$ cat config.mk
export PLATFORM = sky130hd
export DESIGN_NAME = rpd_detector
export DESIGN_NICKNAME = d
export VERILOG_FILES = /design/src/design/rpd_pkg.sv /design/src/design/rpd_prescaler.sv /design/src/design/rpd_detector.sv
export VERILOG_INCLUDE_DIRS = /design/src /design/src/design
export SDC_FILE = /design/constraint.sdc
export NUM_CORES = 1
export LEC_CHECK = 0
export ABC_AREA = 1
export BUFFER_PORTS_ARGS = -buffer_cell sky130_fd_sc_hd__buf_2
export CORE_MARGIN = 5
export CORE_UTILIZATION = 61
export CTS_CLUSTER_DIAMETER = 40
export CTS_CLUSTER_SIZE = 40
export DETAILED_ROUTE_END_ITERATION = 7
export PLACE_DENSITY = 0.85
export SYNTH_ARGS = -nofsm -noshare
export SYNTH_HDL_FRONTEND = slang
export SYNTH_HIERARCHICAL = 1
export SYNTH_SLANG_ARGS = --single-unit
$ cat constraint.sdc
create_clock -name clk_sys_i -period 2.5 [get_ports clk_sys_i]
set_input_delay 0 -clock clk_sys_i [delete_from_list [all_inputs] [get_ports clk_sys_i]]
set_output_delay 0 -clock clk_sys_i [all_outputs]
set_load 0.05 [all_outputs]
$ cat src/design/rpd_defines.svh
// register offsets, field positions, reset values and sampling mode codes
`ifndef RPD_DEFINES_SVH
`define RPD_DEFINES_SVH
`define RPD_ADDR_CTRL_A    4'h0
`define RPD_ADDR_CTRL_B    4'h1
`define RPD_ADDR_STATUS    4'h2
`define RPD_ADDR_EXPECT    4'h3
`define RPD_ADDR_DELAY     4'h4
`define RPD_A_SWSTOP       7
`define RPD_A_SWSTART      6
`define RPD_A_TM3STOP      5
`define RPD_A_TM2START     4
`define RPD_A_ONEPIN       3
`define RPD_A_RECOUNT      2
`define RPD_A_UNMATCH      1
`define RPD_A_ENABLE       0
`define RPD_B_PERIOD_HI    7
`define RPD_B_PERIOD_LO    6
`define RPD_B_MODE_HI      5
`define RPD_B_MODE_LO      4
`define RPD_B_COUNT_HI     3
`define RPD_B_COUNT_LO     0
`define RPD_RST_CTRL_A     8'h00
`define RPD_RST_CTRL_B     8'h00
`define RPD_RST_EXPECT     3'h0
`define RPD_RST_DELAY      8'h00
`define RPD_MODE_PWM_ON    2'h0
`define RPD_MODE_CONT      2'h1
`define RPD_MODE_LOWER     2'h2
`endif

$ cat src/design/rpd_pkg.sv
// types shared by the rotor position detector files
package rpd_pkg;
  typedef enum logic [1:0] {
    RPD_IDLE,
    RPD_SAMPLE
  } rpd_state_t;

  typedef struct packed {
    logic       we;
    logic       re;
    logic [3:0] addr;
    logic [7:0] wdata;
  } rpd_bus_t;

  typedef struct packed {
    logic [2:0] pwm;
    logic [2:0] lower;
  } rpd_drive_t;
endpackage : rpd_pkg

$ cat src/design/rpd_prescaler.sv
// sampling period divider producing a one-cycle enable pulse
`timescale 1ns/10ps
module rpd_prescaler #(
  parameter int WIDTH = 5
) (
  input  wire logic       clk_sys_i,
  input  wire logic       rst_i,
  input  wire logic [1:0] sel_i,
  output logic            tick_o
);
  logic [WIDTH-1:0] cnt_q;
  logic [WIDTH-1:0] cnt_d;
  logic [WIDTH-1:0] last;

  // sel 0..3 gives clk/4, /8, /16, /32
  always_comb begin
    last  = WIDTH'((32'h4 << sel_i) - 32'h1);
    cnt_d = (cnt_q >= last) ? '0 : cnt_q + WIDTH'(1);
    tick_o = (cnt_q >= last);
  end

  always_ff @(posedge clk_sys_i or posedge rst_i) begin
    if (rst_i) begin
      cnt_q <= '0;
    end else begin
      cnt_q <= cnt_d;
    end
  end
endmodule : rpd_prescaler

$ cat src/design/rpd_detector.sv
// rotor position detector: sampling, matching and detection event
//
// Operation
// RL1: software schedules commutation, start, failure timing
// RL2: compare sampled inputs against expected pattern
// RL3: six modes map to fixed U,V,W patterns
// RL4: ordinary mode stops sampling after detection
// RL5: timer 2 starts, timer 3 stops sampling
// RL6: unmatch mode detects change from start status
// RL7: start status snapshot readable by software
// RL8: sampling mode pwm-on, continuous, or lower-phase
// RL9: software uses common duty in pwm-on mode
// RL10: lower phase sampled after delay until off
// RL11: idle phases hold results used for matching
// RL12: sampling waits programmed delay after pwm on
// RL13: pwm-on is OR of phases; recount selectable
// RL14: detect after count consecutive qualifying samples
// RL15: recount clears count at pwm turn-off
// RL16: sampling period clock divided 4/8/16/32
// RL17: breaking sample restarts consecutive counter
//
// The implementer's own choices: the register addresses and the plain strobed port.
`timescale 1ns/10ps
`include "rpd_defines.svh"
module rpd_detector #(
  parameter int DLY_W = 8
) (
  input  wire logic       clk_sys_i,
  input  wire logic       rst_i,
  input  wire logic       bus_we_i,
  input  wire logic       bus_re_i,
  input  wire logic [3:0] bus_addr_i,
  input  wire logic [7:0] bus_wdata_i,
  output logic      [7:0] bus_rdata_o,
  input  wire logic       phase_u_position_input_i,
  input  wire logic       phase_v_position_input_i,
  input  wire logic       phase_w_position_input_i,
  input  wire logic [2:0] pwm_phase_i,
  input  wire logic [2:0] lower_conduct_i,
  input  wire logic       timer2_event_i,
  input  wire logic       timer3_event_i,
  output logic            position_detect_interrupt_o,
  output logic            sampling_active_o
);
  // ----------------------------------------------------------------
  // input synchronisers
  // ----------------------------------------------------------------
  logic [2:0] pos_m_q;
  logic [2:0] pos_s_q;

  always_ff @(posedge clk_sys_i or posedge rst_i) begin
    if (rst_i) begin
      pos_m_q <= 3'h0;
      pos_s_q <= 3'h0;
    end else begin
      pos_m_q <= {phase_u_position_input_i, phase_v_position_input_i,
                  phase_w_position_input_i};
      pos_s_q <= pos_m_q;
    end
  end

  rpd_pkg::rpd_drive_t drv;
  assign drv.pwm   = pwm_phase_i;
  assign drv.lower = lower_conduct_i;

  rpd_pkg::rpd_bus_t bus;
  assign bus.we    = bus_we_i;
  assign bus.re    = bus_re_i;
  assign bus.addr  = bus_addr_i;
  assign bus.wdata = bus_wdata_i;

  // ----------------------------------------------------------------
  // registers
  // ----------------------------------------------------------------
  logic [7:0]       ctrl_a_q, ctrl_a_d;
  logic [7:0]       ctrl_b_q, ctrl_b_d;
  logic [2:0]       expect_q, expect_d;
  logic [DLY_W-1:0] delay_q, delay_d;
  logic [7:0]       rdata_q, rdata_d;
  logic             sw_start, sw_stop;
  logic [2:0]       snap_q;
  logic             det_q;

  always_comb begin
    ctrl_a_d = ctrl_a_q;
    ctrl_b_d = ctrl_b_q;
    expect_d = expect_q;
    delay_d  = delay_q;
    sw_start = 1'b0;
    sw_stop  = 1'b0;
    rdata_d  = 8'h00;
    if (bus.we) begin
      case (bus.addr)
        `RPD_ADDR_CTRL_A: begin
          // start and stop bits are one-shot commands
          ctrl_a_d = bus.wdata & 8'h3F;
          sw_start = bus.wdata[`RPD_A_SWSTART];
          sw_stop  = bus.wdata[`RPD_A_SWSTOP];
        end
        `RPD_ADDR_CTRL_B: ctrl_b_d = bus.wdata;
        `RPD_ADDR_EXPECT: expect_d = bus.wdata[2:0];
        `RPD_ADDR_DELAY:  delay_d  = DLY_W'(bus.wdata);
        default: ;
      endcase
    end
    if (bus.re) begin
      case (bus.addr)
        `RPD_ADDR_CTRL_A: rdata_d = ctrl_a_q;
        `RPD_ADDR_CTRL_B: rdata_d = ctrl_b_q;
        `RPD_ADDR_STATUS: begin
          rdata_d = {3'h0, det_q, sampling_active_o, snap_q}; // [RL7]
        end
        `RPD_ADDR_EXPECT: rdata_d = {5'h00, expect_q};
        `RPD_ADDR_DELAY:  rdata_d = 8'(delay_q);
        default:          rdata_d = 8'h00;
      endcase
    end
  end

  always_ff @(posedge clk_sys_i or posedge rst_i) begin
    if (rst_i) begin
      ctrl_a_q <= `RPD_RST_CTRL_A;
      ctrl_b_q <= `RPD_RST_CTRL_B;
      expect_q <= `RPD_RST_EXPECT;
      delay_q  <= DLY_W'(`RPD_RST_DELAY);
      rdata_q  <= 8'h00;
    end else begin
      ctrl_a_q <= ctrl_a_d;
      ctrl_b_q <= ctrl_b_d;
      expect_q <= expect_d;
      delay_q  <= delay_d;
      rdata_q  <= rdata_d;
    end
  end
  assign bus_rdata_o = rdata_q;

  logic       enable, unmatch, recount, one_pin;
  logic [1:0] smode;
  logic [3:0] need;
  assign enable  = ctrl_a_q[`RPD_A_ENABLE];
  assign unmatch = ctrl_a_q[`RPD_A_UNMATCH];
  assign recount = ctrl_a_q[`RPD_A_RECOUNT];
  assign one_pin = ctrl_a_q[`RPD_A_ONEPIN];
  assign smode   = ctrl_b_q[`RPD_B_MODE_HI:`RPD_B_MODE_LO];
  assign need    = ctrl_b_q[`RPD_B_COUNT_HI:`RPD_B_COUNT_LO];

  // ----------------------------------------------------------------
  // sampling period
  // ----------------------------------------------------------------
  logic tick;
  rpd_prescaler #(
    .WIDTH (5)
  ) u_presc (
    .clk_sys_i (clk_sys_i),
    .rst_i     (rst_i),
    .sel_i     (ctrl_b_q[`RPD_B_PERIOD_HI:`RPD_B_PERIOD_LO]), // [RL16]
    .tick_o    (tick)
  );

  // ----------------------------------------------------------------
  // gating windows
  // ----------------------------------------------------------------
  logic             pwm_on, pwm_on_q;
  logic [DLY_W-1:0] pwm_dly_q, pwm_dly_d;
  logic [2:0]       low_q;
  logic [2:0]       ph_gate;
  logic [DLY_W-1:0] ph_dly_q [3];
  logic [DLY_W-1:0] ph_dly_d [3];
  logic             pwm_ok;

  assign pwm_on = |drv.pwm; // [RL13]

  always_comb begin
    // delay counts system clocks from the pwm rising edge
    if (!pwm_on) begin
      pwm_dly_d = '0;
    end else if (pwm_dly_q != delay_q) begin
      pwm_dly_d = pwm_dly_q + DLY_W'(1);
    end else begin
      pwm_dly_d = pwm_dly_q;
    end
    pwm_ok = pwm_on && (pwm_dly_q == delay_q); // [RL12]
  end

  genvar gi;
  generate
    for (gi = 0; gi < 3; gi++) begin : g_ph
      always_comb begin
        if (!drv.lower[gi]) begin
          ph_dly_d[gi] = '0;
        end else if (ph_dly_q[gi] != delay_q) begin
          ph_dly_d[gi] = ph_dly_q[gi] + DLY_W'(1);
        end else begin
          ph_dly_d[gi] = ph_dly_q[gi];
        end
        // window ends when the phase stops conducting
        ph_gate[gi] = drv.lower[gi] && (ph_dly_q[gi] == delay_q); // [RL10]
      end
      always_ff @(posedge clk_sys_i or posedge rst_i) begin
        if (rst_i) begin
          ph_dly_q[gi] <= '0;
        end else begin
          ph_dly_q[gi] <= ph_dly_d[gi];
        end
      end
    end
  endgenerate

  logic [2:0] samp_en;
  always_comb begin
    case (smode) // [RL8]
      `RPD_MODE_PWM_ON: samp_en = {3{pwm_ok}};
      `RPD_MODE_CONT:   samp_en = 3'h7;
      `RPD_MODE_LOWER:  samp_en = ph_gate;
      default:          samp_en = 3'h0;
    endcase
  end

  // ----------------------------------------------------------------
  // detection state machine
  // ----------------------------------------------------------------
  rpd_pkg::rpd_state_t st_q, st_d;
  logic [2:0] held_q, held_d;
  logic [2:0] snap_d;
  logic [3:0] cnt_q, cnt_d;
  logic       det_d, irq_d, irq_q;
  logic [2:0] view, cmp_mask;
  logic       hit, start, stop_req, stop_q, stop_d;

  always_comb begin
    // idle phases keep their last result
    view = held_q;
    for (int i = 0; i < 3; i++) begin
      if (samp_en[i] && tick) view[i] = pos_s_q[i]; // [RL11]
    end
    cmp_mask = one_pin ? 3'h4 : 3'h7;
    // bit 2 is U, bit 1 is V, bit 0 is W, H as 1 [RL3]
    hit = unmatch ? (((view ^ snap_q) & cmp_mask) != 3'h0)
                  : (((view ^ expect_q) & cmp_mask) == 3'h0); // [RL2] [RL6]
    start = enable && (sw_start ||
            (ctrl_a_q[`RPD_A_TM2START] && timer2_event_i)); // [RL5]
    stop_req = sw_stop ||
               (ctrl_a_q[`RPD_A_TM3STOP] && timer3_event_i); // [RL5]
  end

  always_comb begin
    st_d   = st_q;
    held_d = held_q;
    snap_d = snap_q;
    cnt_d  = cnt_q;
    det_d  = det_q;
    irq_d  = 1'b0;
    stop_d = stop_q | stop_req;
    case (st_q)
      rpd_pkg::RPD_IDLE: begin
        stop_d = 1'b0;
        if (start) begin
          st_d   = rpd_pkg::RPD_SAMPLE;
          snap_d = pos_s_q; // [RL6]
          held_d = pos_s_q;
          cnt_d  = 4'h0;
          det_d  = 1'b0;
        end
      end
      rpd_pkg::RPD_SAMPLE: begin
        if (!enable) begin
          st_d = rpd_pkg::RPD_IDLE;
        end else if (tick && (samp_en != 3'h0)) begin
          held_d = view;
          if (hit) begin
            if (cnt_q + 4'h1 >= need) begin // [RL14]
              irq_d = 1'b1;
              det_d = 1'b1;
              cnt_d = 4'h0;
              st_d  = rpd_pkg::RPD_IDLE; // [RL4]
            end else begin
              cnt_d = cnt_q + 4'h1;
            end
          end else begin
            cnt_d = 4'h0; // [RL17]
            // a pending stop takes effect on a sample without a match
            if (stop_q || stop_req) st_d = rpd_pkg::RPD_IDLE;
          end
        end else if (stop_q && (tick || samp_en == 3'h0)) begin
          st_d = rpd_pkg::RPD_IDLE;
        end
        if (recount && pwm_on_q && !pwm_on &&
            smode != `RPD_MODE_CONT) begin
          cnt_d = 4'h0; // [RL15]
        end
      end
      default: st_d = rpd_pkg::RPD_IDLE;
    endcase
  end

  always_ff @(posedge clk_sys_i or posedge rst_i) begin
    if (rst_i) begin
      st_q      <= rpd_pkg::RPD_IDLE;
      held_q    <= 3'h0;
      snap_q    <= 3'h0;
      cnt_q     <= 4'h0;
      det_q     <= 1'b0;
      irq_q     <= 1'b0;
      stop_q    <= 1'b0;
      pwm_on_q  <= 1'b0;
      pwm_dly_q <= '0;
    end else begin
      st_q      <= st_d;
      held_q    <= held_d;
      snap_q    <= snap_d;
      cnt_q     <= cnt_d;
      det_q     <= det_d;
      irq_q     <= irq_d;
      stop_q    <= stop_d;
      pwm_on_q  <= pwm_on;
      pwm_dly_q <= pwm_dly_d;
    end
  end

  assign position_detect_interrupt_o = irq_q;
  assign sampling_active_o = (st_q == rpd_pkg::RPD_SAMPLE);

  // ----------------------------------------------------------------
  // assertions
  // ----------------------------------------------------------------
  a_irq_then_idle: assert property (@(posedge clk_sys_i) // [RL4]
    disable iff (rst_i) irq_q |-> !sampling_active_o && det_q)
    else $error("interrupt without ending sampling");
  a_irq_needs_samp: assert property (@(posedge clk_sys_i) // [RL14]
    disable iff (rst_i) irq_q |-> $past(sampling_active_o) && $past(tick))
    else $error("interrupt outside a sampling tick");
  a_snap_on_start: assert property (@(posedge clk_sys_i) // [RL6]
    disable iff (rst_i)
    (!sampling_active_o && start) |=> snap_q == $past(pos_s_q))
    else $error("start status not captured");
  a_start_goes: assert property (@(posedge clk_sys_i) // [RL5]
    disable iff (rst_i) (!sampling_active_o && start) |=> sampling_active_o)
    else $error("start did not begin sampling");
  a_match_irq: assert property (@(posedge clk_sys_i) // [RL2]
    disable iff (rst_i)
    (sampling_active_o && enable && tick && samp_en != 3'h0 && hit
     && !unmatch && need <= 4'h1) |=> irq_q)
    else $error("match missed");
  a_miss_clear: assert property (@(posedge clk_sys_i) // [RL17]
    disable iff (rst_i) (sampling_active_o && enable && tick &&
    samp_en != 3'h0 && !hit) |=> cnt_q == 4'h0)
    else $error("counter not restarted");
  a_dly_gate: assert property (@(posedge clk_sys_i) // [RL12]
    disable iff (rst_i) $rose(pwm_on) && delay_q != '0 |-> !pwm_ok)
    else $error("sampling during delay");
  a_pwm_or: assert property (@(posedge clk_sys_i) // [RL13]
    disable iff (rst_i)
    (smode == `RPD_MODE_PWM_ON && samp_en != 3'h0) |-> pwm_on)
    else $error("pwm-on sampling without pwm");
  a_recount_clr: assert property (@(posedge clk_sys_i) // [RL15]
    disable iff (rst_i)
    (sampling_active_o && recount && $fell(pwm_on) &&
     smode != `RPD_MODE_CONT) |=> cnt_q == 4'h0)
    else $error("recount did not clear");

  c_detect: cover property (@(posedge clk_sys_i) disable iff (rst_i) irq_q);
  c_unmatch: cover property (@(posedge clk_sys_i) disable iff (rst_i)
    irq_q && unmatch);
  c_lower: cover property (@(posedge clk_sys_i) disable iff (rst_i)
    irq_q && smode == `RPD_MODE_LOWER);
  c_stop: cover property (@(posedge clk_sys_i) disable iff (rst_i)
    sampling_active_o && stop_req);
endmodule : rpd_detector

; Word level (Yosys, flattened, before mapping)
; Cells that the tools add are included.
[word_totals]
ff_bits = 92
input_bits = 27
out_inout_bits = 10
elab_cells = 155
[classes]
add_sub_neg = 7
magnitude_cmp = 2
n_eq_ne = 30
shifts = 1
n_mux = 52
bitwise_logic = 5
n_reduce_logical = 38
[ops]
columns = operator, n
row1 = $mux W8, 9
row2 = $pmux W8 S5, 1
row3 = $add A8 B1 Y8 const B, 4
row4 = $eq A8 B8 Y1, 4
row5 = $ne A8 B8 Y1, 4
row6 = $mux W4, 6
row7 = $mux W1, 19
row8 = $ne A2 B1 Y1 const B, 9
row9 = $mux W2, 8
row10 = $logic_and A1 B1 Y1, 15
row11 = $reduce_and A4 Y1, 3
row12 = $ne A5 B4 Y1 const B, 2
row13 = $reduce_and A2 Y1, 5
row14 = $mux W3, 3
row15 = $pmux W3 S3, 1
row16 = $eq A4 B2 Y1 const B, 2
row17 = $pmux W4 S2, 1
row18 = $and A3 B3 Y3, 2
row19 = $logic_not A3 Y1, 2
row20 = $ne A3 B1 Y1 const B, 2
row21 = $pmux W3 S2, 1
row22 = $reduce_and A6 Y1, 1
row23 = $reduce_bool A3 Y1, 2
row24 = $xor A3 B3 Y3, 2
row25 = 22 further kinds, 27

; Logic depth before layout (Yosys ltp)
; Gate-level depths: netlist of run 1.
[logic_depth]
ltp_word = 14
mapped_depth = 20
depth_no_buf = 19

; Modules after synthesis
; Netlist of run 1, hierarchy kept.
[by_module_without_submodules]
columns = mod, n_inst, cells_per_inst, area_per_inst_um2, seq_area_each_um2
row1 = rpd_detector, 1, 624, 4779.6, 2152.1
row2 = rpd_prescaler, 1, 44, 324.1, 125.1

; Least setup slack after synthesis of run 1
; Ideal clock, no wire load.
[synth_timing]
path_type = register to register
from = register ctrl_b_q[7]
to = register cnt_q[0] (netlist name)
setup_time_ps = 119
t_arrival_ps = 1940
required_time_ps = 2381
path_slack_ps = 441
path_stages_with_launch = 16
path_buffers = 1
period_less_slack_ps = 2059
cell_sequence = dfrtp_1 -> nand2_1 -> ha_1 -> nand2_1 -> nor2_1 -> nor2_2 -> nand2_2 -> buf_4 -> nand3_2 -> nand2_2 -> nand2_1 -> nand3_1 -> nand4_4 -> nand2_4 -> nor2_4 -> o21a_1
[synth_rtl]
columns = item, line
row1 = from (decl), rpd_detector.sv:76  ; logic [7:0] ctrl_b_q, ctrl_b_d;
row2 = from (signal assigned), rpd_detector.sv:123  ; ctrl_b_q <= `RPD_RST_CTRL_B;
row3 = from (signal assigned), rpd_detector.sv:129  ; ctrl_b_q <= ctrl_b_d;

==> results of run 1 <==
-- kinds of logic after synthesis --
kind of cell	Yosys count	share of synthesized area
flops	91	0.446
simple gates	343	0.314
xor+xnor	11	0.0189
fa+ha+maj	13	0.0319
buf+inv	113	0.0851
compound gates	97	0.104
-- Yosys cell counts, drive strengths merged --
| master | count |
|---|---|
| o22ai | 6 |
| a221oi | 1 |
| o211ai | 1 |
| clkbuf | 4 |
| ha | 13 |
| buf | 4 |
| inv | 105 |
| nor3 | 19 |
| a21oi | 24 |
| xor2 | 9 |
| nand4 | 9 |
| o21a | 2 |
| and3 | 1 |
| a31oi | 2 |
| xnor2 | 2 |
| nand2 | 189 |
| nor2 | 68 |
| o31ai | 1 |
| nor4 | 5 |
| nand3 | 50 |
| a211oi | 3 |
| nor3b | 2 |
| o221ai | 2 |
| o21ai | 55 |
| dfrtp | 91 |
-- metal layers --
metal,vias to the layer above,wire (µm),global-route usage
li1,2263,-,-
met1,2198,5270,0.365
met2,248,6050,0.431
met3,37,1140,0.0441
met4,0,302,0.0971
met5,-,0,0
-- critical path: stages (launching register included) --
cell and delay (ns):
sky130_fd_sc_hd__dfrtp_1 0.55, sky130_fd_sc_hd__inv_2 0.13, sky130_fd_sc_hd__nand2_1 0.09, sky130_fd_sc_hd__nand4_1 0.12, sky130_fd_sc_hd__nor2_1 0.18, sky130_fd_sc_hd__nand3_2 0.15
sky130_fd_sc_hd__nand3_2 0.17, sky130_fd_sc_hd__nand2_2 0.08, sky130_fd_sc_hd__nand2_2 0.08, sky130_fd_sc_hd__nand2_1 0.06, sky130_fd_sc_hd__nand2_1 0.07, sky130_fd_sc_hd__nand3_2 0.08
sky130_fd_sc_hd__nand3_2 0.09, sky130_fd_sc_hd__nand2_2 0.07, sky130_fd_sc_hd__nand2_4 0.08, sky130_fd_sc_hd__nor2_4 0.04, sky130_fd_sc_hd__o21a_1 0.16
-- layout make-up --
class,count,area [µm²]
multi-input cells,464,2400
repair buffers,55,373
well taps,105,131
clock buffers,11,131
fillers,666,2450
clock inverters,3,17.5
flip-flops and latches,91,2280
inverters,105,395
-- final timing paths --
kind	startpoint	endpoint	cells after the start
worst min-delay path	bus_wdata_i[0]	delay_q[0]$_DFFE_PP0P_	3
worst max-delay path	delay_q[2]$_DFFE_PP0P_	cnt_q[0]$_DFFE_PP0P_	16
min in group asynchronous	rst_i	u_presc/cnt_q[3]$_DFF_PP0_	3
max in group asynchronous	rst_i	held_q[2]$_DFFE_PP0P_	4
worst max register to register	delay_q[2]$_DFFE_PP0P_	cnt_q[0]$_DFFE_PP0P_	16
worst min register to register	pos_m_q[1]$_DFF_PP0_	pos_s_q[1]$_DFF_PP0_	0
-- stage by stage --
step	setup slack, ns	power, mW
final	0.187	5.00
after global routing	0.00250	5.39
after CTS	0.136	4.98
after detailed placement	0.151	4.13
after global placement	0.205	4.01
after floorplan	0.278	3.64
-- layout by cell type (no fill, tap or decap), types with 13 or more instances in the layout --
master and instances:
sky130_fd_sc_hd__buf_2 36, sky130_fd_sc_hd__nor3_1 18, sky130_fd_sc_hd__nand3_1 37, sky130_fd_sc_hd__nor2_1 59, sky130_fd_sc_hd__o21ai_0 51, sky130_fd_sc_hd__ha_1 13
sky130_fd_sc_hd__a21oi_1 24, sky130_fd_sc_hd__inv_1 97, sky130_fd_sc_hd__dlygate4sd3_1 15, sky130_fd_sc_hd__dfrtp_1 90, sky130_fd_sc_hd__nand2_1 176
-- power by group through the flow --
| stage | registers, mW | clock network, mW | logic (mW) |
|---|---|---|---|
| floorplan | 2.07 | 0 | 1.57 |
| global placement | 2.13 | 0 | 1.88 |
| detailed placement | 2.15 | 0 | 1.98 |
| CTS | 2.12 | 0.843 | 2.01 |
| global route | 2.18 | 0.900 | 2.31 |
| finish | 2.14 | 0.824 | 2.04 |
-- flip-flops by register name, indices dropped and copies added, names as in the netlist, 4 cells and up --
register and count:
ctrl_a_q 6, bus_rdata_o 8, ctrl_b_q 8, u_presc/cnt_q 5
pwm_dly_q 8, cnt_q 4, ph_dly_q 24, delay_q 8
-- what timing repair did --
action	CTS	global route
resized for setup	0	2
endpoints found under the setup margin	0	7
hold endpoints to repair	81	0
buffers inserted	0	0
hold buffers	15	0
==> impl.org, run 1 <==
** Die
- Initial core utilization :: 0.624
- The floorplan step defined a die boundary enclosing 0.0103 mm².
- Area of the core region :: 0.00818 mm²
- In this run the horizontal extent of the chip is 101 µm.
- The floorplan step set the die height to 101 µm.
- Number of primary I/O pins :: 37
- The initialized floorplan defines 33 standard-cell rows.

** Cells and area
- Of the cells placed in the final design, the portion with a size suffix greater than 1 is 0.136.
- Area Growth Syn to Fin :: 12.2%
- 0 antenna diodes ended up in the layout.
- Final #Nets :: 766
- The finished cells cover 0.00572 mm².
- Final Instance Count excl. Fillers :: 834
- For this run, the share of the core covered by cells in the final layout is 0.700.

** Critical path
- For the worst setup path, the data required time is 2.75 ns.
- Arrival time of the worst setup path :: 2.57 ns
- Max Fanout on Critical Path :: 6
- Endpoint class of the critical path :: register
- Setup slack on the worst reg-to-reg path comes out at 0.19 ns.
- STA classifies the critical path startpoint as a register.
- WS Path Type :: register to register

** Logic synthesis
- Post-synth top area share :: 0.446
- Sequential cell area fraction in the yosys report :: 0.446
- Number of flip-flops and latches in the synthesized netlist :: 91
- During synthesis, Yosys emitted a total of 6 warnings.
- Of all cell types, the one taking the most synthesized area is sky130_fd_sc_hd__dfrtp_1.
- Top cells by area, synth :: sky130_fd_sc_hd__dfrtp_1 (45%), sky130_fd_sc_hd__nand2_1 (13%), sky130_fd_sc_hd__inv_1 (7.2%)
- Counting every net in the synthesized netlist gives 708.
- The average instance in the mapped netlist occupies 7.64 µm².
- Cells after synthesis :: 668
- Counting distinct cell types in the post-synthesis netlist gives 36.
- Post-synthesis cell area :: 0.00510 mm²

** Global route
- The number of antenna violations at the first check in global routing came to 0.
- In the global route stage, overall resource usage came out at 0.267.
- The first global-routing pass estimated 21900 µm of wire.
- Number of global-route vias before repair :: 4658
- Entering global routing, the biggest net connects 50 pins.
- Residual overflow from global routing :: 0

** Pwr
- Share of power burned in registers :: 0.427
- Power Density :: 873 mW/mm²
- Of the total power, the share spent switching nets is 0.431.
- Internal power comes to 2.84 mW.
- LEAKAGE :: 2.88 nW
- Reported net switching power :: 2.16 mW
- Comb power frac :: 0.408
- Peak supply drop :: 0.000399 V
- Of the total power, the clock network draws 0.165.

** Routing
- In this run, the number of DRC markers left after iteration 0 of detailed routing was 377.
- Residual DRC count :: 0
- After detailed routing, the average wire length per cell comes to 15.3 µm.
- For this block, the routed nets add up to 12800 µm of wire.
- DR vias :: 4746
- DRT antenna net count :: 0
- Drt first pass iters :: 7
- In the routed layout, each cell is associated on average with a via count of 5.69.

** Placed design
- Counting tap cells, the placed design contains a total of 805 instances.
- Final estimated routing congestion in global placement :: 0.999
- Placed Instance Area :: 0.00542 mm²
- Post-detailed-placement half-perimeter wirelength :: 9650 µm
- Port buffering added 36 buffers.

** Run status
- Result of the run :: complete, no violations

** Clock network
- Clock root cell :: sky130_fd_sc_hd__clkbuf_8
- Worst-path clk slew :: 0.09 ns
- Number of H-tree levels :: 3
- For the worst-skew pair, the clock arrives at the later sink with an insertion delay of 0.35 ns.
- CTS tree :: done
- Clock net sink count :: 91
- The longest clock path from root to sink contains 2 buffers.
- Clock buffer count from CTS :: 9

** STA
- The final-report hold violation count came to 0.
- Subtracting the final worst setup slack from the clock period gives 2.31 ns.
- Portion of the clock cycle consumed by the worst path in the final layout :: 0.925
- Hold is met by 0.0167 ns.
- Setup repair after global routing left no endpoint under its margin.
- Slew at the pin with the worst max-slew slack :: 0.675 ns
- Total Neg Setup Slack :: 0 ns
- Setup violations remaining at the end of the flow were counted as 0.
- Maximum clock skew at final layout :: 0.0124 ns
- Headroom to the max-slew limit :: 0.549
- For this run, the top clock speed supported by timing is 432 MHz.
- The final number of max-transition violations is 0.

** Job
- The tool flagged a number of max-cap violations equal to 0.

** Worst hold path
- Hold/Removal Path Class :: input pin to register
(Power assumes the default switching activity.)
==> run 2: changes to the inputs <==
--- a/config.mk
+++ b/config.mk
@@ -7,13 +7,13 @@
 export NUM_CORES = 1
 export LEC_CHECK = 0
 export ABC_AREA = 1
-export BUFFER_PORTS_ARGS = -buffer_cell sky130_fd_sc_hd__buf_2
 export CORE_MARGIN = 5
-export CORE_UTILIZATION = 61
+export CORE_UTILIZATION = 64
 export CTS_CLUSTER_DIAMETER = 40
 export CTS_CLUSTER_SIZE = 40
 export DETAILED_ROUTE_END_ITERATION = 7
-export PLACE_DENSITY = 0.85
+export DONT_BUFFER_PORTS = 1
+export PLACE_DENSITY = 0.84
 export SYNTH_ARGS = -nofsm -noshare
 export SYNTH_HDL_FRONTEND = slang
 export SYNTH_HIERARCHICAL = 1
==> impl.org, run 2 (synthesis gave the netlist of run 1 again) <==
** Run status
- Result of the run :: complete, no violations

** Pwr
- Power Density :: 911 mW/mm²
- Internal power comes to 3.00 mW.
- Clock network fraction of design power :: 0.198
- Comb power frac :: 0.386
- For this design the static power due to leakage is 2.79 nW.
- Reported net switching power :: 2.18 mW
- The worst-case IR drop observed on VDD is 0.000395 V.
- Power Total :: 5.18 mW
- The share of total power dissipated in sequential elements is 0.416.
- Of the total power, the share spent switching nets is 0.421.

** Global route
- Total Routing Usage GR :: 0.273
- Number of global-route vias before repair :: 4531
- First-pass GRT wire length :: 21700 µm
- Residual overflow from global routing :: 0
- The number of antenna violations at the first check in global routing came to 0.
- Entering global routing, the biggest net connects 38 pins.

** Clock network
- Clock root cell :: sky130_fd_sc_hd__clkbuf_8
- Max Buffers Root-to-Sink :: 2
- The number of clock buffers added by TritonCTS is 9.
- CTS tree :: done
- The later pin in the worst-skew pair is clocked with a latency of 0.36 ns.
- Clock net sink count :: 91
- The H-tree was split into 3 levels.
- After clock tree synthesis, the clock-pin slew on the worst setup and hold paths is 0.09 ns.

** Routing
- For this run, the detailed router's first-pass iteration total came to 5.
- Number of DRC markers in iteration 0 :: 324
- Final Routed Wirelength :: 13100 µm
- Dividing the detail-routed via count by the number of cells gives 5.84.
- Residual DRC count :: 0
- In the final routed layout, each cell accounts on average for 16.2 µm.
- Across all layers, the routed design uses 4715 vias.
- DRT antenna net count :: 0

** STA
- The worst path meets setup with 0.151 ns of slack.
- Maximum clock skew at final layout :: 0.00712 ns
- Portion of the clock cycle consumed by the worst path in the final layout :: 0.940
- Maximum clock rate :: 426 MHz
- Total Neg Setup Slack :: 0 ns
- For the pin with the worst max-slew slack, the measured transition is 0.708 ns.
- Headroom to the max-slew limit came out at 0.524.
- Setup violations remaining at the end of the flow were counted as 0.
- RSZ-0062 raised after global routing :: false
- Max Slew Vio Count :: 0
- The routed design could run at a clock period as short as 2.35 ns.
- Min Hold Slack :: 0.0166 ns
- Final Hold Viols :: 0

** Placed design
- The number of placed instances, taps included, is 768.
- The count of buffers added on input and output ports is 0.
- Placed Instance Area :: 0.00524 mm²
- Worst Setup Slack post-DPL :: 0.159 ns
- Final estimated routing congestion in global placement :: 0.968
- After legalization and detailed placement, the total HPWL measured 9460 µm.

** Die
- 37 I/O pins were placed.
- Measured along the x axis, the die boundary spans 99.3 µm.
- The die covers 0.00986 mm².
- Core Rows :: 32
- Initial core utilization :: 0.657
- Area of the core region :: 0.00777 mm²
- Height of the die :: 99.3 µm

** Cells and area
- In the final layout, the share of cells above drive strength 1 is 0.0963.
- Final Instance Count excl. Fillers :: 808
- The register with the most flip-flops in the layout has 24 of them.
- Area Growth Syn to Fin :: 11.5%
- Post-layout instance area :: 0.00569 mm²
- Fraction of the core area covered by cells at the end of the flow :: 0.733
- The filler cells instantiated in the layout total 571.
- The net count of the finished layout is 741.
- The repair_antennas step left the layout with diodes totalling 0.
- Highest-count cells in the layout ignoring fill and taps :: sky130_fd_sc_hd__nand2_1 (176), sky130_fd_sc_hd__inv_1 (97), sky130_fd_sc_hd__dfrtp_1 (89), sky130_fd_sc_hd__nor2_1 (59), sky130_fd_sc_hd__o21ai_0 (51)
- Leaving out fill and tap cells, the most frequent cell in the layout is sky130_fd_sc_hd__nand2_1.
- ph_dly_q holds more flip-flops than any other register.

** Critical path
- STA puts the critical path data required time at 2.75 ns.
- Type of origin of the critical path :: register
- The setup path with the least slack is of type register to register.
- For the worst setup path, the data arrival time is 2.60 ns.
- Max Fanout on Critical Path :: 6
- Counting cells, the worst reg-to-reg path comes to 16.
- Endpoint class of the critical path :: register

** Worst hold path
- Hold/Removal Path Class :: input pin to async pin

** Job
- Across the run, the number of max-cap violations was 0.
[run 2: cell count changes in the layout (fill, tap and decap cells not counted), sizes merged]
cell         change
bufinv           +1
buf             -34
dlygate4sd3      +9
clkinv           -1
clkbuf           +2
[run 2: final timing paths]
| path | startpoint | to | slack [ns] |
|---|---|---|---|
| max | delay_q[5]$_DFFE_PP0P_ | cnt_q[0]$_DFFE_PP0P_ | 0.15 |
| min | rst_i | u_presc/cnt_q[4]$_DFF_PP0_ | 0.02 |
| max reg2reg | delay_q[5]$_DFFE_PP0P_ | cnt_q[0]$_DFFE_PP0P_ | 0.15 |
| min reg2reg | pos_m_q[2]$_DFF_PP0_ | pos_s_q[2]$_DFF_PP0_ | 0.35 |
| max in group asynchronous | rst_i | delay_q[2]$_DFFE_PP0P_ | 1.46 |
| min in group clk_sys_i | bus_we_i | ctrl_a_q[2]$_DFFE_PP0P_ | 0.02 |
[run 2: power groups by stage]
stage / registers [mW] / clock network, mW / logic, mW
2_1_floorplan: 2.07 / 0 / 1.57
3_3_place_gp: 2.14 / 0 / 1.83
3_5_place_dp: 2.16 / 0 / 1.91
4_1_cts: 2.14 / 1.04 / 1.97
5_1_grt: 2.20 / 1.10 / 2.27
6_report: 2.16 / 1.03 / 2.00
[run 2: what timing repair did]
item,4_1_cts,5_1_grt
gates resized for setup,0,3
setup buffers,0,0
hold buffers,24,0
setup endpoints to repair,0,7
endpoints found under the hold margin,102,0
[run 2: area by class of cell]
type	count	area, µm²	area share
sequential	91	2280	0.401
tap	102	128	0.0224
clock inverter	3	46.3	0.00814
clock buffer	13	159	0.0279
inverter	105	395	0.0695
timing repair buffer	30	285	0.0501
multi-input combinational	464	2400	0.421
[run 2: worst max-delay path, cell delays in order (launching register included)]
cell and delay (ns):
sky130_fd_sc_hd__dfrtp_1 0.54, sky130_fd_sc_hd__inv_2 0.14, sky130_fd_sc_hd__nand2_1 0.09, sky130_fd_sc_hd__nand4_1 0.11
sky130_fd_sc_hd__nor2_1 0.16, sky130_fd_sc_hd__nand3_2 0.18, sky130_fd_sc_hd__nand3_2 0.19, sky130_fd_sc_hd__nand2_2 0.08
sky130_fd_sc_hd__nand2_2 0.08, sky130_fd_sc_hd__nand2_1 0.07, sky130_fd_sc_hd__nand2_1 0.07, sky130_fd_sc_hd__nand3_2 0.07
sky130_fd_sc_hd__nand3_2 0.09, sky130_fd_sc_hd__nand2_2 0.07, sky130_fd_sc_hd__nand2_4 0.09, sky130_fd_sc_hd__nor2_4 0.05
sky130_fd_sc_hd__o21a_1 0.16
[run 2: metal layers]
| layer | wire (µm) | global-route usage | vias up |
|---|---|---|---|
| met5 | 0 | 0 | - |
| met4 | 405 | 0.102 | 0 |
| met3 | 1170 | 0.0519 | 45 |
| met2 | 6160 | 0.449 | 256 |
| met1 | 5330 | 0.361 | 2200 |
| li1 | - | - | 2214 |
